<file path="src/hdl/ats_pkg.sv">
// shared constants, types and helpers for the amplifier threshold/status object link
package ats_pkg;

  // amplifier model families, by display range
  typedef enum logic [2:0] {
    ATS_MODEL_FOUR      = 3'b001,
    ATS_MODEL_EIGHT     = 3'b010,
    ATS_MODEL_DUAL_DISP = 3'b100
  } ats_model_t;

  // object indices for unit 1 and the per-unit stride
  localparam logic [15:0] ATS_IDX_LEVEL    = 16'h4003;
  localparam logic [15:0] ATS_IDX_THR_ONE  = 16'h1004;
  localparam logic [15:0] ATS_IDX_THR_TWO  = 16'h4005;
  localparam logic [15:0] ATS_IDX_STATUS   = 16'h4006;
  localparam logic [15:0] ATS_UNIT_STRIDE  = 16'h0080;
  localparam logic [15:0] ATS_IDX_MEM_INIT = 16'h4042;
  localparam logic [15:0] ATS_IDX_RESET    = 16'h3010;

  // subindices and entry counts
  localparam logic [7:0] ATS_SUB_COUNT = 8'h00;
  localparam logic [7:0] ATS_SUB_CH1   = 8'h01;
  localparam logic [7:0] ATS_SUB_CH2   = 8'h02;
  localparam logic [7:0] ATS_CNT_TWO   = 8'h02;
  localparam logic [7:0] ATS_CNT_ONE   = 8'h01;

  // value ranges per model family, two's complement
  localparam logic signed [31:0] ATS_FOUR_LO  = 32'hfffff831;
  localparam logic signed [31:0] ATS_FOUR_HI  = 32'h0000270f;
  localparam logic signed [31:0] ATS_EIGHT_LO = 32'hfeced301;
  localparam logic signed [31:0] ATS_EIGHT_HI = 32'h05f5e0ff;
  localparam logic signed [31:0] ATS_DUAL_LO  = 32'hffffd8f1;
  localparam logic signed [31:0] ATS_DUAL_HI  = 32'h0000270f;
  localparam logic [31:0]        ATS_THR_RESET = 32'h00000000;

  // status word layout
  localparam int ATS_ST_NORMAL  = 0;
  localparam int ATS_ST_PWR1    = 1;
  localparam int ATS_ST_TUNE1   = 2;
  localparam int ATS_ST_PWR2    = 3;
  localparam int ATS_ST_TUNE2   = 4;
  localparam int ATS_ST_ERR_LSB = 8;
  localparam int ATS_ST_ERR_W   = 4;
  localparam int ATS_ST_MEM_ERR = 9;

  // threshold apply delay
  localparam int unsigned ATS_APPLY_MS  = 300;
  localparam int unsigned ATS_CLK_HZ    = 40_000_000;
  localparam int unsigned ATS_APPLY_CYC = ATS_APPLY_MS * (ATS_CLK_HZ / 1000);

  // host command registers
  localparam logic [4:0] ATS_REG_INDEX = 5'h00;
  localparam logic [4:0] ATS_REG_SUB   = 5'h04;
  localparam logic [4:0] ATS_REG_WDATA = 5'h08;
  localparam logic [4:0] ATS_REG_CTRL  = 5'h0c;
  localparam logic [4:0] ATS_REG_STAT  = 5'h10;
  localparam logic [4:0] ATS_REG_RDATA = 5'h14;
  localparam int ATS_CTRL_GO    = 0;
  localparam int ATS_CTRL_WRITE = 1;
  localparam int ATS_HS_BUSY    = 0;
  localparam int ATS_HS_DONE    = 1;
  localparam int ATS_HS_REFUSED = 2;
  localparam int ATS_HS_ABORT   = 3;
  localparam int ATS_HS_GUARD   = 4;
  localparam int ATS_HS_MEM_ERR = 5;
  localparam int ATS_HS_W       = 6;

  function automatic logic signed [31:0] ats_lo(ats_model_t m);
    case (m)
      ATS_MODEL_EIGHT:     ats_lo = ATS_EIGHT_LO;
      ATS_MODEL_DUAL_DISP: ats_lo = ATS_DUAL_LO;
      default:             ats_lo = ATS_FOUR_LO;
    endcase
  endfunction

  function automatic logic signed [31:0] ats_hi(ats_model_t m);
    case (m)
      ATS_MODEL_EIGHT:     ats_hi = ATS_EIGHT_HI;
      ATS_MODEL_DUAL_DISP: ats_hi = ATS_DUAL_HI;
      default:             ats_hi = ATS_FOUR_HI;
    endcase
  endfunction

  function automatic logic ats_in_range(ats_model_t m, logic signed [31:0] v);
    ats_in_range = (v >= ats_lo(m)) && (v <= ats_hi(m));
  endfunction

  // a threshold object channel entry, index already relative to unit 1
  function automatic logic ats_is_thr(logic [15:0] rel, logic [7:0] sub);
    ats_is_thr = ((rel == ATS_IDX_THR_ONE) || (rel == ATS_IDX_THR_TWO))
                 && ((sub == ATS_SUB_CH1) || (sub == ATS_SUB_CH2));
  endfunction

endpackage

</file>
<file path="src/hdl/ats_link_if.sv">
// object access link between the fieldbus master end and the amplifier unit end
`timescale 1ns/1ps
`default_nettype none
interface ats_link_if;
  logic        req;    // held until ack
  logic        wr;     // 1 = write object, 0 = read
  logic [15:0] index;
  logic [7:0]  sub;
  logic [31:0] wdata;
  logic        ack;    // one-cycle answer
  logic        abort;  // valid with ack
  logic [31:0] rdata;  // valid with ack

  modport dev (
    input  req, wr, index, sub, wdata,
    output ack, abort, rdata
  );
  modport mst (
    output req, wr, index, sub, wdata,
    input  ack, abort, rdata
  );
endinterface
`default_nettype wire

</file>
<file path="src/hdl/ats_amp_dev.sv">
// amplifier unit end: threshold, level readback and status objects
//
// Added by the designer: the plain strobed port.
`timescale 1ns/1ps
`default_nettype none
// Notes on behaviour
// - dark-on reads bottom level, light-on peak
// - master selects peak/bottom display before reading; the master end issues no display select, level reads follow dark_on alone
// - four-digit readback within -1999 to 9999
// - eight-digit readback within -19999999 to 99999999
// - threshold one: two signed channels, count 2
// - threshold one: normal level, area lower
// - threshold two: count 2, channel one mappable
// - threshold two is area upper limit
// - four-digit thresholds limited -1999 to 9999
// - eight-digit thresholds limited to eight digits
// - dual-display thresholds limited -9999 to 9999
// - master waits 300 ms before confirming
// - status: one read-only word, count 1
// - bit 0 normal unless any error bit
// - bits 1,2 channel one power, tuning
// - bits 3,4 channel two, two-channel only
// - bits 8-11 fixed error flags
// - memory error: master initialises then resets; the master end only raises a memory-error flag for software
module ats_amp_dev
  import ats_pkg::*;
#(
  parameter ats_model_t  AMP_MODEL   = ATS_MODEL_FOUR,
  parameter bit          TWO_CHANNEL = 1'b0,
  parameter int unsigned UNIT_NUM    = 1,
  parameter int unsigned APPLY_CYC   = ATS_APPLY_CYC
) (
  // clock and reset
  input  wire logic              clk_sys,
  input  wire logic              arst_n,
  // object link
  ats_link_if.dev                link,
  // amplifier mode and levels, same clock domain
  input  wire logic              dark_on,
  input  wire logic              area_mode,
  input  wire logic [1:0][31:0]  bottom_level,
  input  wire logic [1:0][31:0]  peak_level,
  input  wire logic [1:0][31:0]  level_now,
  // amplifier status pins, asynchronous
  input  wire logic [1:0]        dynamic_power_control_on,
  input  wire logic [1:0]        auto_tuning_on,
  input  wire logic [3:0]        amp_error,
  // comparison results and process data
  output logic      [1:0]        detect_out,
  output logic      [1:0][31:0]  thr_one_pdo,
  output logic           [31:0]  thr_two_pdo_ch1
);

  localparam int unsigned CNT_W = $clog2(APPLY_CYC + 1);
  localparam logic [15:0] UNIT_OFS = 16'((UNIT_NUM - 1) * ATS_UNIT_STRIDE);
  localparam logic [CNT_W-1:0] CNT_LOAD = CNT_W'(APPLY_CYC - 1);

  // applied thresholds: [0] one/ch1, [1] one/ch2, [2] two/ch1, [3] two/ch2
  logic [3:0][31:0] thr;
  logic [3:0][31:0] next_thr;
  logic             pend_valid;
  logic             next_pend_valid;
  logic [1:0]       pend_sel;
  logic [1:0]       next_pend_sel;
  logic [31:0]      pend_val;
  logic [31:0]      next_pend_val;
  logic [CNT_W-1:0] cnt;
  logic [CNT_W-1:0] next_cnt;
  logic             ack_q;
  logic             next_ack;
  logic             abort_q;
  logic             next_abort;
  logic [31:0]      rdata_q;
  logic [31:0]      next_rdata;
  logic [1:0]       detect_q;
  logic [1:0]       next_detect;

  // status pin synchronisers, stage one is read only by stage two
  logic [7:0] st_meta;
  logic [7:0] st_sync;
  logic [15:0] status_word;

  // status refresh: sample the amplifier pins on every rising clock edge
  always_ff @(posedge clk_sys or negedge arst_n) begin
    if (!arst_n) begin
      st_meta <= 8'h00;
      st_sync <= 8'h00;
    end else begin
      st_meta <= {amp_error, auto_tuning_on, dynamic_power_control_on};
      st_sync <= st_meta;
    end
  end

  // assemble the status word from the synchronised flags
  always_comb begin
    status_word = 16'h0000;
    status_word[ATS_ST_PWR1]  = st_sync[0];
    status_word[ATS_ST_TUNE1] = st_sync[2];
    // channel two only on two-channel units
    if (TWO_CHANNEL) begin
      status_word[ATS_ST_PWR2]  = st_sync[1];
      status_word[ATS_ST_TUNE2] = st_sync[3];
    end
    // error flags, the rest stays zero
    status_word[ATS_ST_ERR_LSB +: ATS_ST_ERR_W] = st_sync[7:4];
    // normal drops on any error bit
    status_word[ATS_ST_NORMAL] = ~|status_word[15:ATS_ST_ERR_LSB];
  end

  // clamp a level into the model's display range
  function automatic logic [31:0] clamp_level(logic signed [31:0] v);
    if (v < ats_lo(AMP_MODEL)) begin
      clamp_level = ats_lo(AMP_MODEL);
    end else if (v > ats_hi(AMP_MODEL)) begin
      clamp_level = ats_hi(AMP_MODEL);
    end else begin
      clamp_level = v;
    end
  endfunction

  // object decode, pending apply and comparators
  always_comb begin
    logic [15:0] rel;
    logic        take;
    logic        ch;
    logic [1:0]  sel;
    rel  = link.index - UNIT_OFS;
    take = link.req && !ack_q;     // one answer per request
    ch   = (link.sub == ATS_SUB_CH2);
    sel  = {(rel == ATS_IDX_THR_TWO), ch};
    next_thr        = thr;
    next_pend_valid = pend_valid;
    next_pend_sel   = pend_sel;
    next_pend_val   = pend_val;
    next_cnt        = cnt;
    next_ack        = take;
    next_abort      = 1'b0;
    next_rdata      = rdata_q;
    // the new threshold lands after the apply delay, or at once when a second write arrives
    if (pend_valid) begin
      if (cnt == '0) begin
        next_thr[pend_sel] = pend_val;
        next_pend_valid    = 1'b0;
      end else begin
        next_cnt = cnt - 1'b1;
      end
    end
    if (take) begin
      next_rdata = 32'h00000000;
      if (link.wr) begin
        // range check on writes, only channel entries writable
        if (ats_is_thr(rel, link.sub) && ats_in_range(AMP_MODEL, link.wdata)) begin
          // a second write flushes the first at once so none is lost
          if (pend_valid) begin
            next_thr[pend_sel] = pend_val;
          end
          next_pend_valid = 1'b1;
          next_pend_sel   = sel;
          next_pend_val   = link.wdata;
          next_cnt        = CNT_LOAD;
        end else begin
          next_abort = 1'b1;
        end
      end else begin
        case (rel)
          ATS_IDX_LEVEL: begin
            if (link.sub == ATS_SUB_COUNT) begin
              next_rdata[7:0] = ATS_CNT_TWO;
            end else if (link.sub == ATS_SUB_CH1 || ch) begin
              next_rdata = clamp_level(dark_on ? bottom_level[ch] : peak_level[ch]);
            end else begin
              next_abort = 1'b1;
            end
          end
          ATS_IDX_THR_ONE, ATS_IDX_THR_TWO: begin
            if (link.sub == ATS_SUB_COUNT) begin
              next_rdata[7:0] = ATS_CNT_TWO;
            end else if (ats_is_thr(rel, link.sub)) begin
              next_rdata = thr[sel];
            end else begin
              next_abort = 1'b1;
            end
          end
          ATS_IDX_STATUS: begin
            if (link.sub == ATS_SUB_COUNT) begin
              next_rdata[7:0] = ATS_CNT_ONE;
            end else if (link.sub == ATS_SUB_CH1) begin
              next_rdata[15:0] = status_word;
            end else begin
              next_abort = 1'b1;
            end
          end
          default: begin
            next_abort = 1'b1;
          end
        endcase
      end
    end
    // comparators per channel
    for (int c = 0; c < 2; c++) begin
      // normal uses threshold one, area uses the window
      if (area_mode) begin
        next_detect[c] = ($signed(level_now[c]) >= $signed(thr[c]))
                         && ($signed(level_now[c]) <= $signed(thr[2 + c]));
      end else begin
        next_detect[c] = ($signed(level_now[c]) >= $signed(thr[c]));
      end
    end
  end

  // register all state except the status synchronisers
  always_ff @(posedge clk_sys or negedge arst_n) begin
    if (!arst_n) begin
      thr        <= {4{ATS_THR_RESET}};
      pend_valid <= 1'b0;
      pend_sel   <= 2'h0;
      pend_val   <= 32'h00000000;
      cnt        <= '0;
      ack_q      <= 1'b0;
      abort_q    <= 1'b0;
      rdata_q    <= 32'h00000000;
      detect_q   <= 2'h0;
    end else begin
      thr        <= next_thr;
      pend_valid <= next_pend_valid;
      pend_sel   <= next_pend_sel;
      pend_val   <= next_pend_val;
      cnt        <= next_cnt;
      ack_q      <= next_ack;
      abort_q    <= next_abort;
      rdata_q    <= next_rdata;
      detect_q   <= next_detect;
    end
  end

  // outputs; only channel one of threshold two is mapped
  assign link.ack        = ack_q;
  assign link.abort      = abort_q;
  assign link.rdata      = rdata_q;
  assign detect_out      = detect_q;
  assign thr_one_pdo     = thr[1:0];
  assign thr_two_pdo_ch1 = thr[2];

endmodule
`default_nettype wire

</file>
<file path="src/flat_wrapper.sv">
// flat-port wrapper written by rule: the top's interface ports become plain ports
module ats_amp_dev_flat import ats_pkg::*;
#(
  parameter ats_model_t  AMP_MODEL   = ATS_MODEL_FOUR,
  parameter bit          TWO_CHANNEL = 1'b0,
  parameter int unsigned UNIT_NUM    = 1,
  parameter int unsigned APPLY_CYC   = ATS_APPLY_CYC
)
  (clk_sys, arst_n, dark_on, area_mode, bottom_level, peak_level, level_now, dynamic_power_control_on, auto_tuning_on, amp_error, detect_out, thr_one_pdo, thr_two_pdo_ch1, link_req, link_wr, link_index, link_sub, link_wdata, link_ack, link_abort, link_rdata);
  ats_link_if link_i ();
  input  wire logic clk_sys;
  input  wire logic arst_n;
  input  wire logic dark_on;
  input  wire logic area_mode;
  input  wire logic [1:0][31:0] bottom_level;
  input  wire logic [1:0][31:0] peak_level;
  input  wire logic [1:0][31:0] level_now;
  input  wire logic [1:0] dynamic_power_control_on;
  input  wire logic [1:0] auto_tuning_on;
  input  wire logic [3:0] amp_error;
  output logic      [1:0] detect_out;
  output logic      [1:0][31:0] thr_one_pdo;
  output logic           [31:0] thr_two_pdo_ch1;
  input wire logic [$bits(link_i.req)-1:0] link_req;
  input wire logic [$bits(link_i.wr)-1:0] link_wr;
  input wire logic [$bits(link_i.index)-1:0] link_index;
  input wire logic [$bits(link_i.sub)-1:0] link_sub;
  input wire logic [$bits(link_i.wdata)-1:0] link_wdata;
  output wire logic [$bits(link_i.ack)-1:0] link_ack;
  output wire logic [$bits(link_i.abort)-1:0] link_abort;
  output wire logic [$bits(link_i.rdata)-1:0] link_rdata;
  assign link_i.req = link_req;
  assign link_i.wr = link_wr;
  assign link_i.index = link_index;
  assign link_i.sub = link_sub;
  assign link_i.wdata = link_wdata;
  assign link_ack = link_i.ack;
  assign link_abort = link_i.abort;
  assign link_rdata = link_i.rdata;
  ats_amp_dev #(.AMP_MODEL(AMP_MODEL), .TWO_CHANNEL(TWO_CHANNEL), .UNIT_NUM(UNIT_NUM), .APPLY_CYC(APPLY_CYC)) u_core (.clk_sys(clk_sys), .arst_n(arst_n), .link(link_i), .dark_on(dark_on), .area_mode(area_mode), .bottom_level(bottom_level), .peak_level(peak_level), .level_now(level_now), .dynamic_power_control_on(dynamic_power_control_on), .auto_tuning_on(auto_tuning_on), .amp_error(amp_error), .detect_out(detect_out), .thr_one_pdo(thr_one_pdo), .thr_two_pdo_ch1(thr_two_pdo_ch1));
endmodule
</file>
<file path="config.mk">
export PLATFORM = sky130hd
export DESIGN_NAME = ats_amp_dev_flat
export DESIGN_NICKNAME = d
export VERILOG_FILES = /design/src/hdl/ats_pkg.sv /design/src/hdl/ats_link_if.sv /design/src/hdl/ats_amp_dev.sv /design/src/flat_wrapper.sv
export SDC_FILE = /design/constraint.sdc
export NUM_CORES = 1
export LEC_CHECK = 0
export ABC_AREA = 0
export BUFFER_PORTS_ARGS = -buffer_cell sky130_fd_sc_hd__buf_4
export CAP_MARGIN = 40
export CORE_ASPECT_RATIO = 1.1
export CORE_UTILIZATION = 60
export CTS_BUF_LIST = sky130_fd_sc_hd__clkbuf_4
export DETAILED_ROUTE_END_ITERATION = 12
export PLACE_DENSITY = 0.95
export REMOVE_ABC_BUFFERS = 1
export SYNTH_ARGS = -nofsm -noshare
export SYNTH_HDL_FRONTEND = slang
export SYNTH_SLANG_ARGS = --single-unit
export TNS_END_PERCENT = 5
</file>
<file path="constraint.sdc">
create_clock -name clk_sys -period 8.94 [get_ports clk_sys]
set_input_delay 1.341 -clock clk_sys [delete_from_list [all_inputs] [get_ports clk_sys]]
set_output_delay 1.341 -clock clk_sys [all_outputs]
set_load 0.02 [all_outputs]
</file>
==> run_results.csv, run 1 <==
group,metric,value,unit
cts,clk_path_buf_depth,3,
floorplan,core_area,25400,sq um
cts,clk_pin_slew_worst_paths,0.07,ns
global_route,grt_pass1_vias,15068,
worst_setup_path,critPathMaxFanout,54,
worst_setup_path,crit_buf_inv,3,
min_path,min_from,"u_core.st_meta[2]",
sta,fin_ws,3.89,ns
worst_setup_path,reg2reg_to,"u_core.thr_one_pdo[54]",
worst_setup_path,required,9.50,ns
routing,vias_per_cell,6.31,
sta,maxSlewViolCount,0,
finish,syn2layout_area_growth,21.1,%
routing,drtIter0Drc,1269,
global_route,antenna_found_initial,5,
global_route,grt_pass1_wl,80300,um
routing,first_pass_iters,6,
min_path,hold_class,"reg2reg",
worst_setup_path,slowest_delay,0.79,ns
global_route,grt_max_degree,85,
cts,cts_hold_buffers,0,
power,vdd_drop_max,82.5,uV
synthesis,synth-async-reset-ratio,100,%
synthesis,yosys.area_share.simple,15.9,%
synthesis,synth-edff-count,0,
placement,dp_hpwl,41000,um
synthesis,ys_types,73,
placement,port_buffers,391,
routing,totalWireLength,53400,um
cts,cts_setup_buffers,0,
worst_setup_path,r2r_setup_slack,4.84,ns
sta,relSlewSlack,36.4,%
cts,cts-root-buf,"clkbuf_4",
finish,instances_no_fill,2347,
finish,regArea,5880,sq um
routing,wire_per_inst,22.8,um
worst_setup_path,ff2ff_path_depth,8,
synthesis,syn_inst,1650,
floorplan,die_h,171,um
synthesis,synth_seq_area_share,37.7,%
synthesis,synth_area_per_cell,9.46,sq um
global_route,use_met1,43.3,%
floorplan,io_pins,394,
synthesis,synth_xor_area_share,1.18,%
worst_setup_path,critPathMostFrequentCell,"buf_4",
worst_setup_path,path_cells,"buf_4, nor4_1, nand3_1, a2111o_1, a2111o_2, buf_4, o21ai_2, nand2_2, nor3b_4, buf_4, mux2_1",
synthesis,yosysMostFrequentCell,"dfrtp_1",
synthesis,synth-seq-cells,235,
synthesis,synth_compound_area_share,12.0,%
cts,ctsResizeCount,0,
floorplan,dieArea,26700,sq um
cts,cts_tree,"yes",
global_route,grt_usage,39.8,%
cts,cts_num_sinks,235,
global_route,grt_util_met2,67.1,%
sta,final_hold_viol_count,0,
sta,max_freq,0.198,GHz
synthesis,syn_area,15600,sq um
synthesis,synth_common_cells,"dfrtp_1, nand2_1, inv_1",
finish,nets,2352,
sta,worst_pin_slew,0.941,ns
placement,place_congestion,0.976,
routing,drc,0,
floorplan,rows,61,
power,p_total,2.17,mW
sta,skew,0.0363,ns
floorplan,start_util,61.4,%
sta,setup-violations-final,0,
run_status,status,"finished clean",
power,p_per_area,115,nW/um^2
placement,dp_slack,3.33,ns
finish,drive_above_1_share,29.7,%
routing,ant_nets,0,
job,drv_cap,0,
worst_setup_path,rr_startpoint,"u_core.cnt[2]",
sta,tns,0,ns
synthesis,ys.flop_type,"dfrtp_1",
placement,dp_cells,2248,
cts,numCtsBuffers,56,
sta,fin_crit,5.05,ns
worst_setup_path,arrival,5.61,ns
worst_setup_path,end_kind,"flip-flop",
global_route,grt_busiest_layer,"met2",
floorplan,fp.dieW,156,um
cts,htree_levels,2,
worst_setup_path,start_kind,"input pin",
finish,nFillCells,1736,
synthesis,yosysTopAreaCell,"dfrtp_1",
synthesis,synth_warnings,0,
finish,multi_input_area,8280,sq um
synthesis,synthTopCellsByArea,"dfrtp_1, ha_1, buf_4, mux2_1, mux2_2",
worst_setup_path,critPathTopFamily,"simple AND/OR/NAND/NOR gates",
min_path,worstHoldPathCells,0,
sta,rsz0062_at_grt,"false",
global_route,grt-ovfl-total,0,
cts,worstSkewPairLatency,0.71,ns
global_route,met3_usage,9.95,%
worst_setup_path,worstSetupPathType,"in2reg",
synthesis,synthAdderAreaFrac,10.4,%
min_path,hold_path_end,"u_core.st_sync[2]",
synthesis,synth_top_area_share,37.7,%
power,power.leakage,8.89,nW
synthesis,synthMuxAreaShare,13.2,%
sta,fin_crit_sh,56.5,%
synthesis,synth_top_family_by_area,"simple AND/OR/NAND/NOR gates",
routing,vias,14800,
worst_setup_path,slowest_stage,"nor3b_4",
through the flow:
stage,area (sq um),utilization [%],hold WS [ns]
detailed placement,18200,71.8,0.335
CTS,18900,74.3,0.334
global placement,18100,71.3,0.333
global route,18900,74.3,0.346
finish,18900,74.3,0.348
floorplan,14600,-,0.331
cell usage in the layout, fill, tap and decap left out, types with 4 or more instances in the layout:
master / count
a32o_1: 5
xnor2_1: 12
o31ai_1: 4
clkbuf_4: 74
buf_4: 404
xor2_1: 9
a211oi_1: 26
mux2_1: 68
nand4_1: 48
a21oi_1: 118
nand2_1: 175
or4_1: 5
and3_1: 4
o21a_1: 8
mux2i_1: 5
o211ai_1: 12
a211o_1: 5
a22oi_1: 7
a21o_1: 21
or3_1: 9
nor4_1: 27
nand3_1: 23
and2_1: 4
clkinv_1: 17
dfrtp_1: 235
nor2_1: 117
diode_2: 4
nor3_1: 43
mux2_2: 60
mux4_2: 25
ha_1: 130
inv_1: 132
o21ai_0: 66
nor2b_1: 18
nand2b_1: 10
final cells by class:
type | count | area share (%)
multi-input combinational | 1124 | 43.8
timing repair buffer | 411 | 16.7
sequential | 235 | 31.1
clock buffer | 74 | 2.94
clock inverter | 21 | 0.430
tap | 346 | 2.29
antenna | 4 | 0.0530
inverter | 132 | 2.62
flip-flops by register name, indices dropped and copies added (netlist names):
name,flops
u_core.link.ack,1
u_core.link.rdata,32
u_core.pend_val,32
u_core.st_sync,6
u_core.cnt,24
u_core.pend_valid,1
u_core.thr_two_pdo_ch1,32
u_core.pend_sel,2
u_core.thr,32
u_core.link.abort,1
u_core.thr_one_pdo,64
u_core.detect_out,2
u_core.st_meta,6
cells by family after synthesis:
family,Yosys count
compound gates,303
xor+xnor,21
fa+ha+maj,130
buf+inv,291
flops,235
mux,158
simple gates,512
where the power goes:
part           internal [mW]  switching [mW]  total [mW]
sequential              1.07         0.00267        1.07
clock                  0.383           0.438       0.821
combinational          0.139           0.144       0.283
worst max-delay path by stage:
| stage | from | to | slack, ns | cells past startpoint |
|---|---|---|---|---|
| 2_1_floorplan | link_index[7] | u_core.link.rdata[11] | 3.12 | 6 |
| 3_3_place_gp | link_index[7] | u_core.thr_two_pdo_ch1[25] | 3.48 | 11 |
| 3_5_place_dp | link_index[7] | u_core.thr_one_pdo[38] | 3.33 | 11 |
| 4_1_cts | link_index[3] | u_core.thr_one_pdo[39] | 4.04 | 11 |
| 5_1_grt | link_index[7] | u_core.thr_one_pdo[33] | 3.78 | 11 |
| 6_report | link_index[7] | u_core.thr_one_pdo[54] | 3.89 | 11 |
per-layer routing:
layer	wire, um	part of all wire (%)
met3	5460	10
met5	0	0
met2	25600	48
met1	17900	34
met4	4370	8.2
Power figures use the tool's default switching activity.
==> run 2, diff against run 1 <==
--- a/config.mk
+++ b/config.mk
@@ -9,10 +9,10 @@
 export BUFFER_PORTS_ARGS = -buffer_cell sky130_fd_sc_hd__buf_4
 export CAP_MARGIN = 40
 export CORE_ASPECT_RATIO = 1.1
-export CORE_UTILIZATION = 60
+export CORE_UTILIZATION = 50
 export CTS_BUF_LIST = sky130_fd_sc_hd__clkbuf_4
 export DETAILED_ROUTE_END_ITERATION = 12
-export PLACE_DENSITY = 0.95
+export PLACE_DENSITY = 0.87
 export REMOVE_ABC_BUFFERS = 1
 export SYNTH_ARGS = -nofsm -noshare
 export SYNTH_HDL_FRONTEND = slang
==> constraint.sdc (replaced) <==
create_clock -name clk_sys -period 4.2 [get_ports clk_sys]
set_input_delay 0.63 -clock clk_sys [delete_from_list [all_inputs] [get_ports clk_sys]]
set_output_delay 0.63 -clock clk_sys [all_outputs]
set_load 0.02 [all_outputs]
==> run 2 against run 1 <==
The run now ends with negative hold slack left. First-iteration DRC count shrank 6.3%. Highest routed layer unchanged. Sequential share of layout area shrank 0.47 points. Largest cell class unchanged. Sequential power grew 110%. Critical path depth shrank 3. Final cell count grew 3.7%. Combinational power grew 110%. Total power grew 120%. Non-clock buffer count grew 13. Flip-flop and latch count is the same. Count of clock-buffer cells in the layout grew 14.
==> run_results.csv, run 2 (synthesis results as in run 1) <==
group,metric,value,unit
floorplan,io_pins,394,
sta,rsz0062_at_grt,"false",
power,power.leakage,8.99,nW
finish,layout_commonest_cell,"buf_4",
global_route,grt_usage,33.1,%
cts,clk_pin_slew_worst_paths,0.06,ns
sta,skew,0.0329,ns
global_route,grt_max_degree,119,
sta,tns,0,ns
worst_setup_path,start_kind,"flip-flop",
routing,ant_nets,0,
cts,worstSkewPairLatency,0.72,ns
routing,drc,0,
cts,ctsResizeCount,0,
placement,dp_hpwl,41100,um
worst_setup_path,worstSetupPathType,"reg2reg",
worst_setup_path,arrival,3.99,ns
worst_setup_path,required,4.77,ns
routing,drtIter0Drc,1189,
cts,cts_tree,"yes",
finish,largest_reg_flops,64,
sta,hold_slack,-0.0320,ns
power,p_per_area,249,nW/um^2
routing,vias,14351,
min_path,hold_class,"in2async",
worst_setup_path,path_cells,"or4_4, nor4_2, or4b_1, o21ai_2, nand2_2, nor3b_4, buf_4, mux2_1",
floorplan,die_h,187,um
worst_setup_path,slowest_stage,"or4b_1",
floorplan,rows,67,
power,vdd_drop_max,186,uV
routing,wire_per_inst,21.7,um
sta,setup-violations-final,0,
global_route,antenna_found_initial,10,
sta,fin_crit_sh,81.4,%
finish,mostFrequentLayoutCells,"buf_4, dfrtp_1, nand2_1",
worst_setup_path,critPathMaxFanout,20,
global_route,grt_pass1_vias,14582,
sta,worst_pin_slew,0.977,ns
sta,max_freq,0.293,GHz
cts,htree_levels,2,
job,drv_cap,0,
sta,final_hold_viol_count,22,
cts,cts_num_sinks,235,
routing,vias_per_cell,5.89,
worst_setup_path,slowest_delay,0.61,ns
global_route,grt-ovfl-total,0,
finish,drive_above_1_share,30.4,%
placement,place_congestion,0.994,
cts,numCtsBuffers,60,
worst_setup_path,critPathTopFamily,"simple AND/OR/NAND/NOR gates",
floorplan,core_area,30600,sq um
power,p_total,4.79,mW
run_status,violations,"negative hold slack",
global_route,grt_pass1_wl,79800,um
run_status,status,"complete, but fails checks",
worst_setup_path,end_kind,"flip-flop",
worst_setup_path,crit_buf_inv,1,
placement,port_buffers,391,
floorplan,start_util,51.0,%
finish,syn2layout_area_growth,23.0,%
cts,cts_setup_buffers,0,
floorplan,fp.dieW,170,um
cts,clk_path_buf_depth,3,
floorplan,dieArea,31900,sq um
sta,relSlewSlack,34.0,%
sta,maxSlewViolCount,0,
routing,first_pass_iters,6,
finish,nets,2369,
routing,totalWireLength,52900,um
cts,cts-root-buf,"clkbuf_4",
sta,fin_crit,3.42,ns
[run 2: changes by cell type in the layout (fill, tap and decap cells not counted)]
cell,before,now
clkbuf_4,74,88
clkinv_1,17,7
buf_4,404,412
diode_2,4,10
dlygate4sd3_1,0,6
buf_12,2,4
clkinv_2,2,0
inv_2,2,0
buf_16,2,1
buf_2,1,0
buf_8,2,1
bufinv_16,0,1
[run 2: worst register-to-register path, stage by stage, from the launching register on]
cell and delay [ns]:
dfrtp_1 0.43, or4_4 0.58, nor4_2 0.31, or4b_1 0.62, o21ai_2 0.22, nand2_2 0.14
nor3b_4 0.23, buf_4 0.36, mux2_1 0.38
[run 2: final cells by class]
| class | instances | area [sq um] |
|---|---|---|
| fill | 2496 | 11400 |
| multi-input combinational | 1124 | 8280 |
| sequential | 235 | 5880 |
| timing repair buffer | 424 | 3280 |
| clock buffer | 88 | 661 |
| tap | 414 | 518 |
| inverter | 132 | 495 |
| clock inverter | 8 | 56.3 |
| antenna | 10 | 25.0 |
[run 2: through the flow]
stage | std cells | hold WS [ns] | setup WS [ns] | area (sq um) | util, %
after floorplan | 1491 | 0.331 | -0.906 | 14600 | -
after global placement | 2322 | 0.331 | 0.449 | 18400 | 60.0
after detailed placement | 2323 | 0.336 | 0.352 | 18400 | 60.1
after CTS | 2425 | 0.0173 | 0.821 | 19200 | 62.6
after global routing | 2435 | 0.0176 | 0.635 | 19200 | 62.7
final | 2435 | -0.0320 | 0.782 | 19200 | 62.7
[run 2: final timing paths]
check | cells after the start | to | slack, ns | startpoint
max reg2reg | 8 | u_core.thr_one_pdo[43] | 0.78 | u_core.cnt[2]
min in group clk_sys | 3 | u_core.pend_val[0] | 0.14 | link_wdata[0]
max in group asynchronous | 2 | u_core.st_sync[2] | 3.19 | arst_n
min reg2reg | 0 | u_core.st_sync[0] | 0.35 | u_core.st_meta[0]
min | 1 | u_core.link.rdata[24] | -0.03 | arst_n
max | 8 | u_core.thr_one_pdo[43] | 0.78 | u_core.cnt[2]
[run 2: metal layers]
| metal | GRT usage [%] | up-vias | wire (um) | part of all wire, % |
|---|---|---|---|---|
| met1 | 37.4 | 6929 | 19100 | 36 |
| li1 | - | 6487 | - | - |
| met3 | 6.60 | 156 | 4310 | 8.2 |
| met2 | 57.6 | 779 | 26500 | 50 |
| met4 | 19.0 | 0 | 3040 | 5.7 |
| met5 | 0 | - | 0 | 0 |
[run 2: power by group]
group / total (mW) / leakage [nW] / internal (mW) / switching [mW]
clock: 1.91 / 0.430 / 0.998 / 0.913
sequential: 2.28 / 3.14 / 2.27 / 0.00476
combinational: 0.598 / 5.43 / 0.295 / 0.303
total: 4.79 / 8.99 / 3.57 / 1.22
[run 2: repair_timing]
| action | in CTS | in global routing |
|---|---|---|
| setup endpoints to repair | 0 | 0 |
| hold endpoints to repair | 6 | 0 |
| hold buffers | 6 | 0 |
==> run 3, diff against run 2 <==
==> constraint.sdc (replaced) <==
create_clock -name clk_sys -period 2.86 [get_ports clk_sys]
set_input_delay 0.429 -clock clk_sys [delete_from_list [all_inputs] [get_ports clk_sys]]
set_output_delay 0.429 -clock clk_sys [all_outputs]
set_load 0.02 [all_outputs]
==> run 3 against run 2 <==
The run ends with negative setup slack left. Critical path depth is 1 higher. Hold slack better by 0.085 ns. Core utilization is 3.4 points higher. Critical path type unchanged. Highest routed layer unchanged.
==> run_results.csv, run 3 (synthesis results as in run 1) <==
group,metric,value,unit
routing,drc,0,
run_status,violations,"negative setup slack",
worst_setup_path,required,3.42,ns
global_route,antenna_found_initial,8,
sta,relSlewSlack,57.9,%
worst_setup_path,worstSetupPathType,"reg2reg",
finish,largest_reg_flops,64,
global_route,grt_max_degree,76,
worst_setup_path,critPathMaxFanout,24,
sta,final_hold_viol_count,0,
floorplan,start_util,51.0,%
run_status,status,"complete, but fails checks",
global_route,grt_pass1_vias,15199,
cts,htree_levels,2,
cts,numCtsBuffers,58,
power,power.leakage,9.55,nW
power,vdd_drop_max,204,uV
worst_setup_path,reg2reg_to,"u_core.thr_one_pdo[22]",
worst_setup_path,start_kind,"flip-flop",
power,p_per_area,345,nW/um^2
routing,wire_per_inst,21.5,um
placement,dp_hpwl,42800,um
placement,place_congestion,0.994,
sta,fin_ws,-0.220,ns
worst_setup_path,end_kind,"flip-flop",
global_route,grt_usage,33.9,%
sta,hold_slack,0.0530,ns
sta,fin_crit,3.08,ns
finish,nets,2478,
floorplan,io_pins,394,
cts,cts_tree,"yes",
floorplan,die_h,187,um
finish,layout_commonest_cell,"buf_4",
floorplan,fp.dieW,170,um
routing,ant_nets,0,
global_route,grt-ovfl-total,0,
routing,vias,14879,
floorplan,core_area,30600,sq um
cts,worstSkewPairLatency,0.72,ns
finish,syn2layout_area_growth,29.7,%
sta,max_freq,0.325,GHz
routing,totalWireLength,54900,um
floorplan,rows,67,
worst_setup_path,ff2ff_path_depth,9,
sta,fin_crit_sh,108,%
worst_setup_path,r2r_setup_slack,-0.22,ns
finish,mostFrequentLayoutCells,"buf_4, dfrtp_1, nand2_1",
min_path,min_from,"link_wdata[7]",
cts,clk_pin_slew_worst_paths,0.07,ns
cts,cts_num_sinks,235,
routing,first_pass_iters,5,
worst_setup_path,rr_startpoint,"u_core.cnt[2]",
sta,worst_pin_slew,0.615,ns
finish,nFillCells,2336,
placement,port_buffers,391,
sta,maxSlewViolCount,0,
job,drv_cap,0,
finish,finalCoreUtilization,66.1,%
sta,rsz0062_at_grt,"true",
sta,skew,0.0459,ns
min_path,hold_class,"in2reg",
routing,drtIter0Drc,1157,
sta,setup-violations-final,128,
min_path,worstHoldPathCells,4,
cts,clk_path_buf_depth,3,
cts,cts-root-buf,"clkbuf_4",
worst_setup_path,arrival,3.64,ns
floorplan,dieArea,31900,sq um
min_path,hold_path_end,"u_core.pend_val[7]",
routing,vias_per_cell,5.83,
global_route,grt_pass1_wl,82700,um
finish,drive_above_1_share,34.5,%
## run 3: cell count changes in the layout (fill, tap and decap cells not counted), moves of 7 or more
cell and change:
buf_4 +91, mux2_1 -19, mux2_4 +19, clkinv_1 +13
dlygate4sd3_1 +10, clkbuf_4 -9, buf_12 +7
## run 3: repair_timing
action,CTS,global route
endpoints found under the setup margin,100,133
hold endpoints to repair,87,0
cloned,1,0
hold buffers,16,0
pin swaps,2,1
buffers inserted,4,3
resized for setup,4,29
## run 3: cell type report
| cell class | count | area (sq um) | share of cell area [%] |
|---|---|---|---|
| inverters | 132 | 495 | 2.45 |
| flip-flops and latches | 235 | 5880 | 29.1 |
| clock inverters | 26 | 106 | 0.526 |
| repair buffers | 535 | 4220 | 20.8 |
| clock buffers | 79 | 593 | 2.93 |
| well taps | 414 | 518 | 2.56 |
| diodes | 8 | 20.0 | 0.0990 |
| multi-input cells | 1124 | 8400 | 41.5 |
## run 3: routing by layer
layer | wire, um | track usage, % | share of wire (%)
met5 | 0 | 0 | 0
met4 | 3170 | 19.1 | 5.8
met3 | 4330 | 7.17 | 7.9
met2 | 27500 | 59.4 | 50
met1 | 19900 | 38.1 | 36
## run 3: critical path: stages (launching register included)
cell,delay [ns]
dfrtp_1,0.38
or4_4,0.56
nor4_4,0.19
or4b_4,0.54
o21ai_4,0.22
nand2_4,0.10
buf_4,0.16
nor3_4,0.17
buf_12,0.26
mux2_2,0.36
## run 3: power breakdown
part | internal, mW | switching, mW | total, mW | leakage [nW]
Sequential | 3.34 | 0.00659 | 3.34 | 3.14
Combinational | 0.485 | 0.468 | 0.953 | 6.00
Clock | 1.29 | 1.40 | 2.68 | 0.415
Total | 5.11 | 1.87 | 6.98 | 9.55
## run 3: worst max-delay path by stage
stage                  start  slack [ns]                    endpoint
2_1_floorplan  link_index[7]       -2.05       u_core.link.rdata[11]
3_3_place_gp   link_index[0]       -0.35  u_core.thr_two_pdo_ch1[24]
3_5_place_dp   link_index[0]       -0.40  u_core.thr_two_pdo_ch1[31]
4_1_cts        u_core.cnt[2]       -0.22      u_core.thr_one_pdo[22]
5_1_grt        u_core.cnt[2]       -0.28      u_core.thr_one_pdo[19]
6_report       u_core.cnt[2]       -0.22      u_core.thr_one_pdo[22]
## run 3: per-stage QoR
stage | TNS (ns) | cell area, sq um | setup slack, ns | cells | power (mW)
floorplan | -283.79 | 14600 | -2.05 | 1491 | 3.70
finish | -14.28 | 20200 | -0.220 | 2553 | 6.98
global placement | -33.65 | 19200 | -0.347 | 2417 | 4.29
CTS | -13.30 | 20100 | -0.219 | 2543 | 7.00
detailed placement | -39.13 | 19200 | -0.401 | 2417 | 4.32
global route | -20.93 | 20200 | -0.279 | 2553 | 7.27
